$ cat config.mk
export PLATFORM = sky130hd
export DESIGN_NAME = pwm_clock_select_center_concat
export DESIGN_NICKNAME = d
export VERILOG_FILES = /design/src/pwm_cc_pkg.sv /design/src/pwm_clock_select_center_concat.sv
export SDC_FILE = /design/constraint.sdc
export NUM_CORES = 1
export LEC_CHECK = 0
export BUFFER_PORTS_ARGS = -buffer_cell sky130_fd_sc_hd__clkbuf_2
export CORE_ASPECT_RATIO = 1.4
export CORE_MARGIN = 2
export CORE_UTILIZATION = 55
export DETAILED_ROUTE_END_ITERATION = 8
export GPL_TIMING_DRIVEN = 0
export PLACE_DENSITY = 0.83
export SKIP_CTS_REPAIR_TIMING = 1
export SLEW_MARGIN = 10
export SYNTH_ARGS = -nofsm -noshare
export SYNTH_HDL_FRONTEND = slang
export SYNTH_SLANG_ARGS = --single-unit
$ cat constraint.sdc
create_clock -name pclk -period 3.9 [get_ports pclk]
set_input_delay 0.39 -clock pclk [delete_from_list [all_inputs] [get_ports pclk]]
set_output_delay 0.39 -clock pclk [all_outputs]
set_load 0.005 [all_outputs]
$ cat src/pwm_cc_pkg.sv
// Constants, register map and state types of the six-channel modulator
`default_nettype none
package pwm_cc_pkg;

  localparam int CHANNELS   = 6;
  localparam int ADDR_W     = 7;
  localparam int PRESCALE_W = 7;

  // ****************************************
  // Register indices, byte address = 4 * index
  // ****************************************
  localparam logic [4:0] IDX_ENABLE    = 5'h00;
  localparam logic [4:0] IDX_POLARITY  = 5'h01;
  localparam logic [4:0] IDX_CLOCK_SEL = 5'h02;
  localparam logic [4:0] IDX_PRESCALE  = 5'h03;
  localparam logic [4:0] IDX_ALIGN     = 5'h04;
  localparam logic [4:0] IDX_CONTROL   = 5'h05;
  localparam logic [4:0] IDX_SCALE_A   = 5'h06;
  localparam logic [4:0] IDX_SCALE_B   = 5'h07;
  localparam logic [4:0] IDX_COUNTER   = 5'h08;
  localparam logic [4:0] IDX_PERIOD    = 5'h0e;
  localparam logic [4:0] IDX_DUTY      = 5'h14;
  localparam logic [4:0] IDX_LAST      = 5'h19;

  // ****************************************
  // Field layout and reset values
  // ****************************************
  localparam int         PRE_A_LSB     = 0;
  localparam int         PRE_B_LSB     = 4;
  localparam int         PRE_W         = 3;
  localparam logic [7:0] PRESCALE_MASK = 8'h77;
  localparam int         JOIN_LSB      = 4;
  localparam logic [7:0] CONTROL_MASK  = 8'h70;
  localparam logic [7:0] CLK_SEL_MASK  = 8'h3f;
  localparam logic [7:0] REG_RESET     = 8'h00;
  localparam logic [7:0] PERIOD_RESET  = 8'hff;
  localparam logic [7:0] DUTY_RESET    = 8'hff;
  localparam logic [8:0] SCALE_FULL    = 9'h1ff;

  typedef enum logic {CNT_UP, CNT_DOWN} dir_t;

  typedef struct packed {
    logic [7:0]                         enable;
    logic [7:0]                         polarity;
    logic [7:0]                         clock_sel;
    logic [7:0]                         prescale;
    logic [7:0]                         align;
    logic [7:0]                         control;
    logic [7:0]                         scale_a;
    logic [7:0]                         scale_b;
    logic [CHANNELS-1:0][7:0]           period;
    logic [CHANNELS-1:0][7:0]           duty;
    logic [CHANNELS-1:0][7:0]           counter;
    dir_t [CHANNELS-1:0]                dir;
    logic [PRESCALE_W-1:0]              prescale_cnt;
    logic [8:0]                         sa_cnt;
    logic [8:0]                         sb_cnt;
    logic [CHANNELS-1:0]                pwm_out;
    logic [31:0]                        prdata;
  } state_t;

endpackage
`default_nettype wire

$ cat src/pwm_clock_select_center_concat.sv
// Six-channel modulator: clock selection, center mode and channel joining
//
// Register access over APB was chosen for this implementation.
`timescale 1ns/1ns
`default_nettype none

// Function
// RULE_01 - Channels 0,1,4,5 count on clock A, or on SA when selected.
// RULE_02 - Channels 2,3 count on clock B, or on SB when selected.
// RULE_03 - Prescale register holds separate three-bit dividers for A and B.
// RULE_04 - Prescale writable anytime; one pulse may be cut or stretched.
// RULE_05 - Center period is twice the period value in selected clock ticks.
// RULE_06 - Center, polarity 0: high fraction is (period - duty) / period.
// RULE_07 - Center mode, polarity 1: high fraction is duty over period.
// RULE_08 - Runs as six 8-bit channels or up to three joined 16-bit channels.
// RULE_09 - Control register holds three join bits for pairs 0/1, 2/3, 4/5.
// RULE_10 - In a joined pair the lower channel holds the high-order bytes.
// RULE_11 - Software changes a join bit only while both channels are off.
// RULE_12 - Joined pair uses upper channel's settings, enable and output pin.
module pwm_clock_select_center_concat
  import pwm_cc_pkg::*;
(
  input  wire logic                pclk,
  input  wire logic                presetn,
  input  wire logic                psel,
  input  wire logic                penable,
  input  wire logic                pwrite,
  input  wire logic [ADDR_W-1:0]   paddr,
  input  wire logic [31:0]         pwdata,
  output logic      [31:0]         prdata,
  output logic                     pready,
  output logic                     pslverr,
  output logic      [CHANNELS-1:0] pwm_out
);

  state_t              s;
  state_t              next_s;
  logic [4:0]          idx;
  logic                mapped;
  logic                wr_en;
  logic                rd_setup;
  logic [PRESCALE_W-1:0] mask_a;
  logic [PRESCALE_W-1:0] mask_b;
  logic                tick_a;
  logic                tick_b;
  logic                tick_sa;
  logic                tick_sb;
  logic [8:0]          limit_a;
  logic [8:0]          limit_b;
  logic [CHANNELS-1:0] chan_tick;
  logic [CHANNELS-1:0] joined;
  logic [CHANNELS-1:0] active;
  logic [CHANNELS-1:0] level;
  logic [15:0]         cnt16  [CHANNELS];
  logic [15:0]         per16  [CHANNELS];
  logic [15:0]         duty16 [CHANNELS];

  // ****************************************
  // APB slave
  // ****************************************
  assign idx      = paddr[6:2];
  assign mapped   = (idx <= IDX_LAST);
  assign wr_en    = psel && penable && pwrite && mapped;
  assign rd_setup = psel && !penable && !pwrite;
  // Zero wait states; read data is captured in the setup cycle
  assign pready   = 1'b1;
  assign pslverr  = psel && penable && !mapped;
  assign prdata   = s.prdata;
  assign pwm_out  = s.pwm_out;

  // ****************************************
  // Base and scaled clock ticks
  // ****************************************
  // Base clocks divide the bus clock by two to the field value
  // RULE_03 two dividers
  assign mask_a  = PRESCALE_W'((8'h01 << s.prescale[PRE_A_LSB +: PRE_W])
                               - 8'h01);
  assign mask_b  = PRESCALE_W'((8'h01 << s.prescale[PRE_B_LSB +: PRE_W])
                               - 8'h01);
  assign tick_a  = (s.prescale_cnt & mask_a) == mask_a;
  assign tick_b  = (s.prescale_cnt & mask_b) == mask_b;
  // Scaled clock period is twice the scale value, zero meaning 256
  assign limit_a = (s.scale_a == 8'h00) ? SCALE_FULL
                                        : {s.scale_a, 1'b0} - 9'h001;
  assign limit_b = (s.scale_b == 8'h00) ? SCALE_FULL
                                        : {s.scale_b, 1'b0} - 9'h001;
  assign tick_sa = tick_a && (s.sa_cnt >= limit_a);
  assign tick_sb = tick_b && (s.sb_cnt >= limit_b);

  // ****************************************
  // Per-channel view, 8 or 16 bit
  // ****************************************
  genvar g;
  generate
    for (g = 0; g < CHANNELS; g++) begin : gen_ch
      localparam bit USES_B = (g == 2) || (g == 3);
      localparam bit ODD    = (g % 2) == 1;
      localparam int LOWER  = (g / 2) * 2;
      logic [7:0] hi_cnt;
      logic [7:0] hi_per;
      logic [7:0] hi_duty;

      assign joined[g] = s.control[JOIN_LSB + g / 2];
      // RULE_01 group A select
      // RULE_02 group B select
      assign chan_tick[g] = s.clock_sel[g] ? (USES_B ? tick_sb : tick_sa)
                                           : (USES_B ? tick_b : tick_a);
      // RULE_12 lower channel idle
      assign active[g] = s.enable[g] && !(joined[g] && !ODD);
      // RULE_10 lower holds high bytes
      assign hi_cnt  = (ODD && joined[g]) ? s.counter[LOWER] : 8'h00;
      assign hi_per  = (ODD && joined[g]) ? s.period[LOWER]  : 8'h00;
      assign hi_duty = (ODD && joined[g]) ? s.duty[LOWER]    : 8'h00;
      // RULE_08 8 or 16 bit view
      assign cnt16[g]  = {hi_cnt,  s.counter[g]};
      assign per16[g]  = {hi_per,  s.period[g]};
      assign duty16[g] = {hi_duty, s.duty[g]};
      // RULE_06 polarity 0 high at or above duty
      // RULE_07 polarity 1 high below duty
      assign level[g] = s.polarity[g] ? (cnt16[g] < duty16[g])
                                      : (cnt16[g] >= duty16[g]);
    end
  endgenerate

  // ****************************************
  // Next state
  // ****************************************
  always_comb begin
    logic [15:0] nxt;
    nxt    = 16'h0000;
    next_s = s;
    next_s.prescale_cnt = s.prescale_cnt + PRESCALE_W'(1);
    if (tick_a) begin
      next_s.sa_cnt = tick_sa ? 9'h000 : s.sa_cnt + 9'h001;
    end
    if (tick_b) begin
      next_s.sb_cnt = tick_sb ? 9'h000 : s.sb_cnt + 9'h001;
    end

    for (int i = 0; i < CHANNELS; i++) begin
      nxt = cnt16[i];
      if (!active[i]) begin
        nxt = 16'h0000;
        next_s.dir[i] = CNT_UP;
      end else if (chan_tick[i] && per16[i] != 16'h0000) begin
        if (!s.align[i]) begin
          nxt = (cnt16[i] >= per16[i] - 16'h0001) ? 16'h0000
                                                  : cnt16[i] + 16'h0001;
        end else begin
          // RULE_05 up then down, each value twice
          case (s.dir[i])
            CNT_UP: begin
              if (cnt16[i] >= per16[i] - 16'h0001) begin
                next_s.dir[i] = CNT_DOWN;
              end else begin
                nxt = cnt16[i] + 16'h0001;
              end
            end
            CNT_DOWN: begin
              if (cnt16[i] == 16'h0000) begin
                next_s.dir[i] = CNT_UP;
              end else begin
                nxt = cnt16[i] - 16'h0001;
              end
            end
            default: next_s.dir[i] = CNT_UP;
          endcase
        end
      end
      // RULE_10 carry into lower channel
      if (!(joined[i] && (i % 2 == 0))) begin
        next_s.counter[i] = nxt[7:0];
      end
      if (joined[i] && (i % 2 == 1)) begin
        next_s.counter[(i / 2) * 2] = nxt[15:8];
      end
      // RULE_12 pin of the upper channel
      next_s.pwm_out[i] = active[i] && level[i];
    end

    if (rd_setup) begin
      next_s.prdata = 32'h0000_0000;
      case (idx)
        IDX_ENABLE:    next_s.prdata[7:0] = s.enable;
        IDX_POLARITY:  next_s.prdata[7:0] = s.polarity;
        IDX_CLOCK_SEL: next_s.prdata[7:0] = s.clock_sel;
        IDX_PRESCALE:  next_s.prdata[7:0] = s.prescale;
        IDX_ALIGN:     next_s.prdata[7:0] = s.align;
        IDX_CONTROL:   next_s.prdata[7:0] = s.control;
        IDX_SCALE_A:   next_s.prdata[7:0] = s.scale_a;
        IDX_SCALE_B:   next_s.prdata[7:0] = s.scale_b;
        default: begin
          for (int i = 0; i < CHANNELS; i++) begin
            if (idx == IDX_COUNTER + 5'(i)) next_s.prdata[7:0] = s.counter[i];
            if (idx == IDX_PERIOD + 5'(i))  next_s.prdata[7:0] = s.period[i];
            if (idx == IDX_DUTY + 5'(i))    next_s.prdata[7:0] = s.duty[i];
          end
        end
      endcase
    end

    if (wr_en) begin
      case (idx)
        IDX_ENABLE:    next_s.enable    = pwdata[7:0] & CLK_SEL_MASK;
        IDX_POLARITY:  next_s.polarity  = pwdata[7:0] & CLK_SEL_MASK;
        IDX_CLOCK_SEL: next_s.clock_sel = pwdata[7:0] & CLK_SEL_MASK;
        // RULE_04 no gating on running channels
        IDX_PRESCALE:  next_s.prescale  = pwdata[7:0] & PRESCALE_MASK;
        IDX_ALIGN:     next_s.align     = pwdata[7:0] & CLK_SEL_MASK;
        // RULE_09 three join bits
        IDX_CONTROL:   next_s.control   = pwdata[7:0] & CONTROL_MASK;
        IDX_SCALE_A: begin
          next_s.scale_a = pwdata[7:0];
          next_s.sa_cnt  = 9'h000;
        end
        IDX_SCALE_B: begin
          next_s.scale_b = pwdata[7:0];
          next_s.sb_cnt  = 9'h000;
        end
        default: begin
          // Counter writes clear that counter byte; an unjoined channel restarts from zero
          for (int i = 0; i < CHANNELS; i++) begin
            if (idx == IDX_COUNTER + 5'(i)) begin
              next_s.counter[i] = 8'h00;
              next_s.dir[i]     = CNT_UP;
            end
            if (idx == IDX_PERIOD + 5'(i)) next_s.period[i] = pwdata[7:0];
            if (idx == IDX_DUTY + 5'(i))   next_s.duty[i]   = pwdata[7:0];
          end
        end
      endcase
    end
  end

  always_ff @(posedge pclk or negedge presetn) begin
    if (!presetn) begin
      s              <= '0;
      s.enable       <= REG_RESET;
      s.polarity     <= REG_RESET;
      s.clock_sel    <= REG_RESET;
      s.prescale     <= REG_RESET;
      s.align        <= REG_RESET;
      s.control      <= REG_RESET;
      s.scale_a      <= REG_RESET;
      s.scale_b      <= REG_RESET;
      s.period       <= {CHANNELS{PERIOD_RESET}};
      s.duty         <= {CHANNELS{DUTY_RESET}};
    end else begin
      s <= next_s;
    end
  end

  generate
    for (g = 0; g < CHANNELS; g++) begin : gen_ast

      if (g % 2 == 0) begin : gen_lower

      end else begin : gen_upper

      end
    end
  endgenerate
endmodule
`default_nettype wire

=== After elaboration in Yosys (flattened, before gate mapping) ===
Cells that the tools add are included.

* Register bits: 238
* Input bits: 44
* Output and inout bits: 40
* Logic and storage cells: 330

* $add $sub $neg: 25
* Magnitude comparators: 21
* Eq/ne operators: 27
* Shifts and indexed selects: 2
* Muxes and demuxes: 144
* Bitwise operators: 9
* Reductions and logical operators: 65

{| class="wikitable"
|+ Operators with widths
! operator !! number
|-
| two-way mux 8 bit || 54
|-
| two-way mux 16 bit || 18
|-
| two-way mux 54 bit || 2
|-
| >= comparator 16 bit || 6
|-
| zero test 16 bit || 6
|-
| case mux 16 bit (2 select lines) || 3
|-
| nonzero test 16 bit || 6
|-
| subtractor 16 x 1 -> 16 bit, second input constant || 6
|-
| two-way mux 9 bit || 8
|-
| case mux 8 bit (8 select lines) || 1
|-
| equality test 5 bit, second input constant || 10
|-
| adder 16 x 1 -> 16 bit, second input constant || 3
|-
| >= comparator 8 x 16 -> 1 bit || 3
|-
| < comparator 16 bit || 3
|-
| two-way mux 1 bit || 48
|-
| case mux 8 bit (2 select lines) || 3
|-
| equality test 5 x 4 -> 1 bit, second input constant || 8
|-
| AND reduction 3 bit || 12
|-
| subtractor 8 x 1 -> 9 bit, second input constant || 3
|-
| adder 8 x 1 -> 8 bit, second input constant || 3
|-
| >= comparator 8 bit || 3
|-
| < comparator 8 bit || 3
|-
| subtractor 8 x 1 -> 8 bit, second input constant || 3
|-
| logical AND 1 bit || 23
|-
| 20 further kinds || 55
|}

=== Depth between registers and ports, before layout ===
* Depth in word-level cells: 20
* Mapped depth: 18
* Mapped depth without buffers: 17

=== Worst setup path before layout ===
OpenSTA, ideal clock, no wires.

* Path type: register -> register
* Start: register s, in the netlist per16[3]
* End: register s, in the netlist cnt16[21]
* Library setup time: 0.126 ns
* Arrival: 3.634 ns
* Data required time: 3.774 ns
* Setup slack: 0.139 ns
* Stages on the path, launching flop included: 17
* Path buffers: 2
* Clock period less this slack: 3.761 ns
* Cell sequence: dfstp_2 -> nor3_1 -> nand3_1 -> or3_1 -> nor3b_1 -> and2_1 -> nand2_1 -> a32oi_1 -> ha_1 -> nand4_1 -> nor4_1 -> o21ai_0 -> o21ai_0 -> clkbuf_1 -> clkbuf_1 -> o22ai_1 -> a311o_1

{| class="wikitable"
|+ RTL lines
! item !! RTL line !! RTL
|-
| start, declared || pwm_clock_select_center_concat.sv:36 || <nowiki>state_t s;</nowiki>
|-
| start signal, assigned || pwm_clock_select_center_concat.sv:249 || <nowiki>s <= next_s;</nowiki>
|}

==> impl_metrics.tcl <==
set metrics [dict create \
    status "completed" \
    first_pass_iters 8 \
    ys_seq_area_share_pct 27.42 \
    die_w_um 173.6 \
    seq_area_sq_um 6078 \
    cts-root-buf "clkbuf_16" \
    yosysTopAreaCell "dfrtp_1" \
    syn_area_per_cell_sq_um 7.933 \
    die_y_um 241.5 \
    cp_max_fo 10 \
    worstMarginPinSlew_ns 1.216 \
    finalSetupTns_ns 0 \
    ys_seq_elements 238 \
    ant_nets 0 \
    synthMuxAreaShare_pct 5.585 \
    p_leak_nw 10.83 \
    synth_top_family_by_area "simple AND/OR/NAND/NOR gates" \
    synth.distinct_cells 95 \
    place.gp.congestion 1.043 \
    numCtsBuffers 27 \
    clock_skew_ns 0.02840 \
    synthArstFlopShare_pct 100.0 \
    drt_wl_total_um 89480 \
    drcViolationCount 0 \
    synth_cells 2793 \
    relSlewSlack_pct 17.85 \
    first_global_vias 22770 \
    placed_cells 3377 \
    synth_top_area_share_pct 16.04 \
    layout-drive-gt1-share_pct 16.55 \
    multiInputGateArea_sq_um 15140 \
    grt_max_degree 103 \
    syn_to_final_growth_pct 11.58 \
    dpl.hpwl_um 67330 \
    min_period_over_period_pct 99.83 \
    end_kind "register" \
    cts-htree-levels 1 \
    dpl_cell_area_sq_um 23110 \
    finalMaxSlewViolations 0 \
    powerDensity_nw_per_um2 354.9 \
    wire_per_inst_um 25.93 \
    io_buffers 24 \
    grt-ovfl-total 0 \
    via_count 23770 \
    cts_sinks 238 \
    hold_viol_final 0 \
    setup_violations 0 \
    synth_fa_ha_area_share_pct 11.24 \
    clk_pin_slew_ns 0.07 \
    synth_xor_area_share_pct 4.150 \
    via_per_inst 6.888 \
    start_util_pct 55.31 \
    fill_cells 3592 \
    syn-cell-area_sq_um 22160 \
    ys.flop_type "dfrtp_1" \
    grt_first_pass_wirelength_um 132600 \
    yosys_warnings 0 \
    critPathRequiredTime_ns 4.34 \
    max-vdd-ir-drop_uv 329.4 \
    drt_iter0_markers 2755 \
    coreArea_sq_um 40060 \
    track_usage_pct 41.06 \
    cts_tree "built" \
    io_pins 84 \
    antenna_found_initial 7 \
    synth_area_leaders "dfrtp_1 (16%), dfstp_2 (11%), ha_1 (11%), nand2_1 (5.7%), mux2_2 (5.0%)" \
    min_path_type "in2async" \
    final_nets 3135 \
    clk_latency_ns 0.58 \
    cap_violations 0 \
    cts.path.max_buffers 3 \
    critPathKind "reg2reg" \
    design_area_sq_um 24720 \
    synth_simple_gate_area_share_pct 22.54 \
    cp_data_arrival_time_ns 4.34 \
    fmax_mhz 256.9 \
    die-area_sq_um 41930 \
    layout.cells.non_filler 3451 \
    synth_edf_count 0 \
    synth_compound_area_share_pct 22.54 \
    core.rowCount 87 \
    period_minus_slack_ns 3.893 \
    start_kind "register" \
]
[layer usage]
metal,GRT usage [%],part of all wire (%),vias up
li1,-,-,10400
met1,45.10,35,11260
met2,70.01,46,1559
met3,7.298,8.8,557
met4,33.66,10,2
met5,0,0.012,-
[report_power, final]
part | internal [W] | leakage [nW] | total [W] | switching (W)
logic | 0.00107 | 7.46 | 0.00291 | 0.00184
registers | 0.00277 | 2.91 | 0.00311 | 0.000336
clock network | 0.00160 | 0.450 | 0.00276 | 0.00116
[worst paths after layout]
check                                            from                    end  slack (ns)  depth (start not counted)
worst max-delay path            per16[67]$_DFFE_PN1P_    cnt16[83]$_DFF_PN0_       0.007                         16
worst min-delay path                          presetn        s[64]$_DFF_PN0_        0.30                          2
worst max register to register  per16[67]$_DFFE_PN1P_    cnt16[83]$_DFF_PN0_       0.007                         16
worst min register to register  duty16[1]$_DFFE_PN1P_  duty16[1]$_DFFE_PN1P_        0.53                          2
max in group asynchronous                     presetn        s[68]$_DFF_PN0_        2.25                          4
min in group pclk                           pwdata[7]  per16[71]$_DFFE_PN1P_        0.34                          2
[sequential cells by signal, summed over array words and instances (netlist names)]
name,flops
active,3
cnt16,48
duty16,48
joined,3
per16,48
prdata,8
pwm_out,6
s,74
[through the flow]
step                utilization, %  hold WS [ns]  power, W  setup slack [ns]
finish                       61.72        0.2998  0.008774          0.006784
global route                 61.71        0.3013  0.009111           -0.1349
CTS                          59.97       -0.2593  0.008432            -1.143
detailed placement           57.69        0.3541  0.005697            -1.149
global placement             57.50        0.5132  0.005598            -2.419
floorplan                        -       0.09441  0.004762            0.1393
[cells in the mapped netlist (all sizes together), types with 29 or more instances]
library cell  number
o22ai             42
buf               78
and2              29
nand2b            32
nor3              71
clkbuf           131
ha               199
and3              32
inv              120
dfrtp            142
nand2            335
a21oi            181
dfstp             96
o21ai            225
a31oi             45
nand3            114
nand4             55
xnor2             64
nor4              39
nor2             206
mux2              99
xor2              41
[cells by family after synthesis]
kind of cell / Yosys count
simple gates: 1026
fa+ha+maj: 199
mux: 110
buf+inv: 334
other cells: 2
xor+xnor: 105
compound gates: 779
flops: 238
[worst max-delay path: stages, from the launching register on]
cell      delay [ns]
dfstp_2         0.41
nor2_4          0.14
nand3_2         0.12
nor4_4          0.41
nand2_2         0.14
or2_2           0.32
a31oi_2         0.22
ha_1            0.28
a21oi_1         0.14
o21ai_0         0.11
a21oi_2         0.27
o21ai_4         0.15
buf_6           0.18
nand2_4         0.11
a21boi_0        0.15
o2111a_1        0.29
a211o_1         0.30
[cell usage in the layout (no fill, tap or decap), types with 64 or more instances in the layout]
| cell type | instances |
|---|---|
| ha_1 | 197 |
| dfstp_2 | 96 |
| dfrtp_1 | 140 |
| buf_4 | 66 |
| clkbuf_1 | 116 |
| a21oi_1 | 177 |
| xnor2_1 | 64 |
| nand2_1 | 327 |
| inv_1 | 116 |
| mux2_2 | 99 |
| nor3_1 | 65 |
| nor2_1 | 200 |
| o21ai_0 | 207 |
| nand3_1 | 110 |
[area by class of cell]
class / instances / share of cell area (%)
multi-input cells: 2244 / 61.22
flip-flops and latches: 238 / 24.59
plain buffers: 204 / 4.231
clock buffers: 39 / 3.036
well taps: 534 / 2.702
inverters: 125 / 1.913
repair buffers: 52 / 1.609
clock inverters: 11 / 0.6579
diodes: 4 / 0.04049
Note: power is estimated with default switching activity, not from simulation.
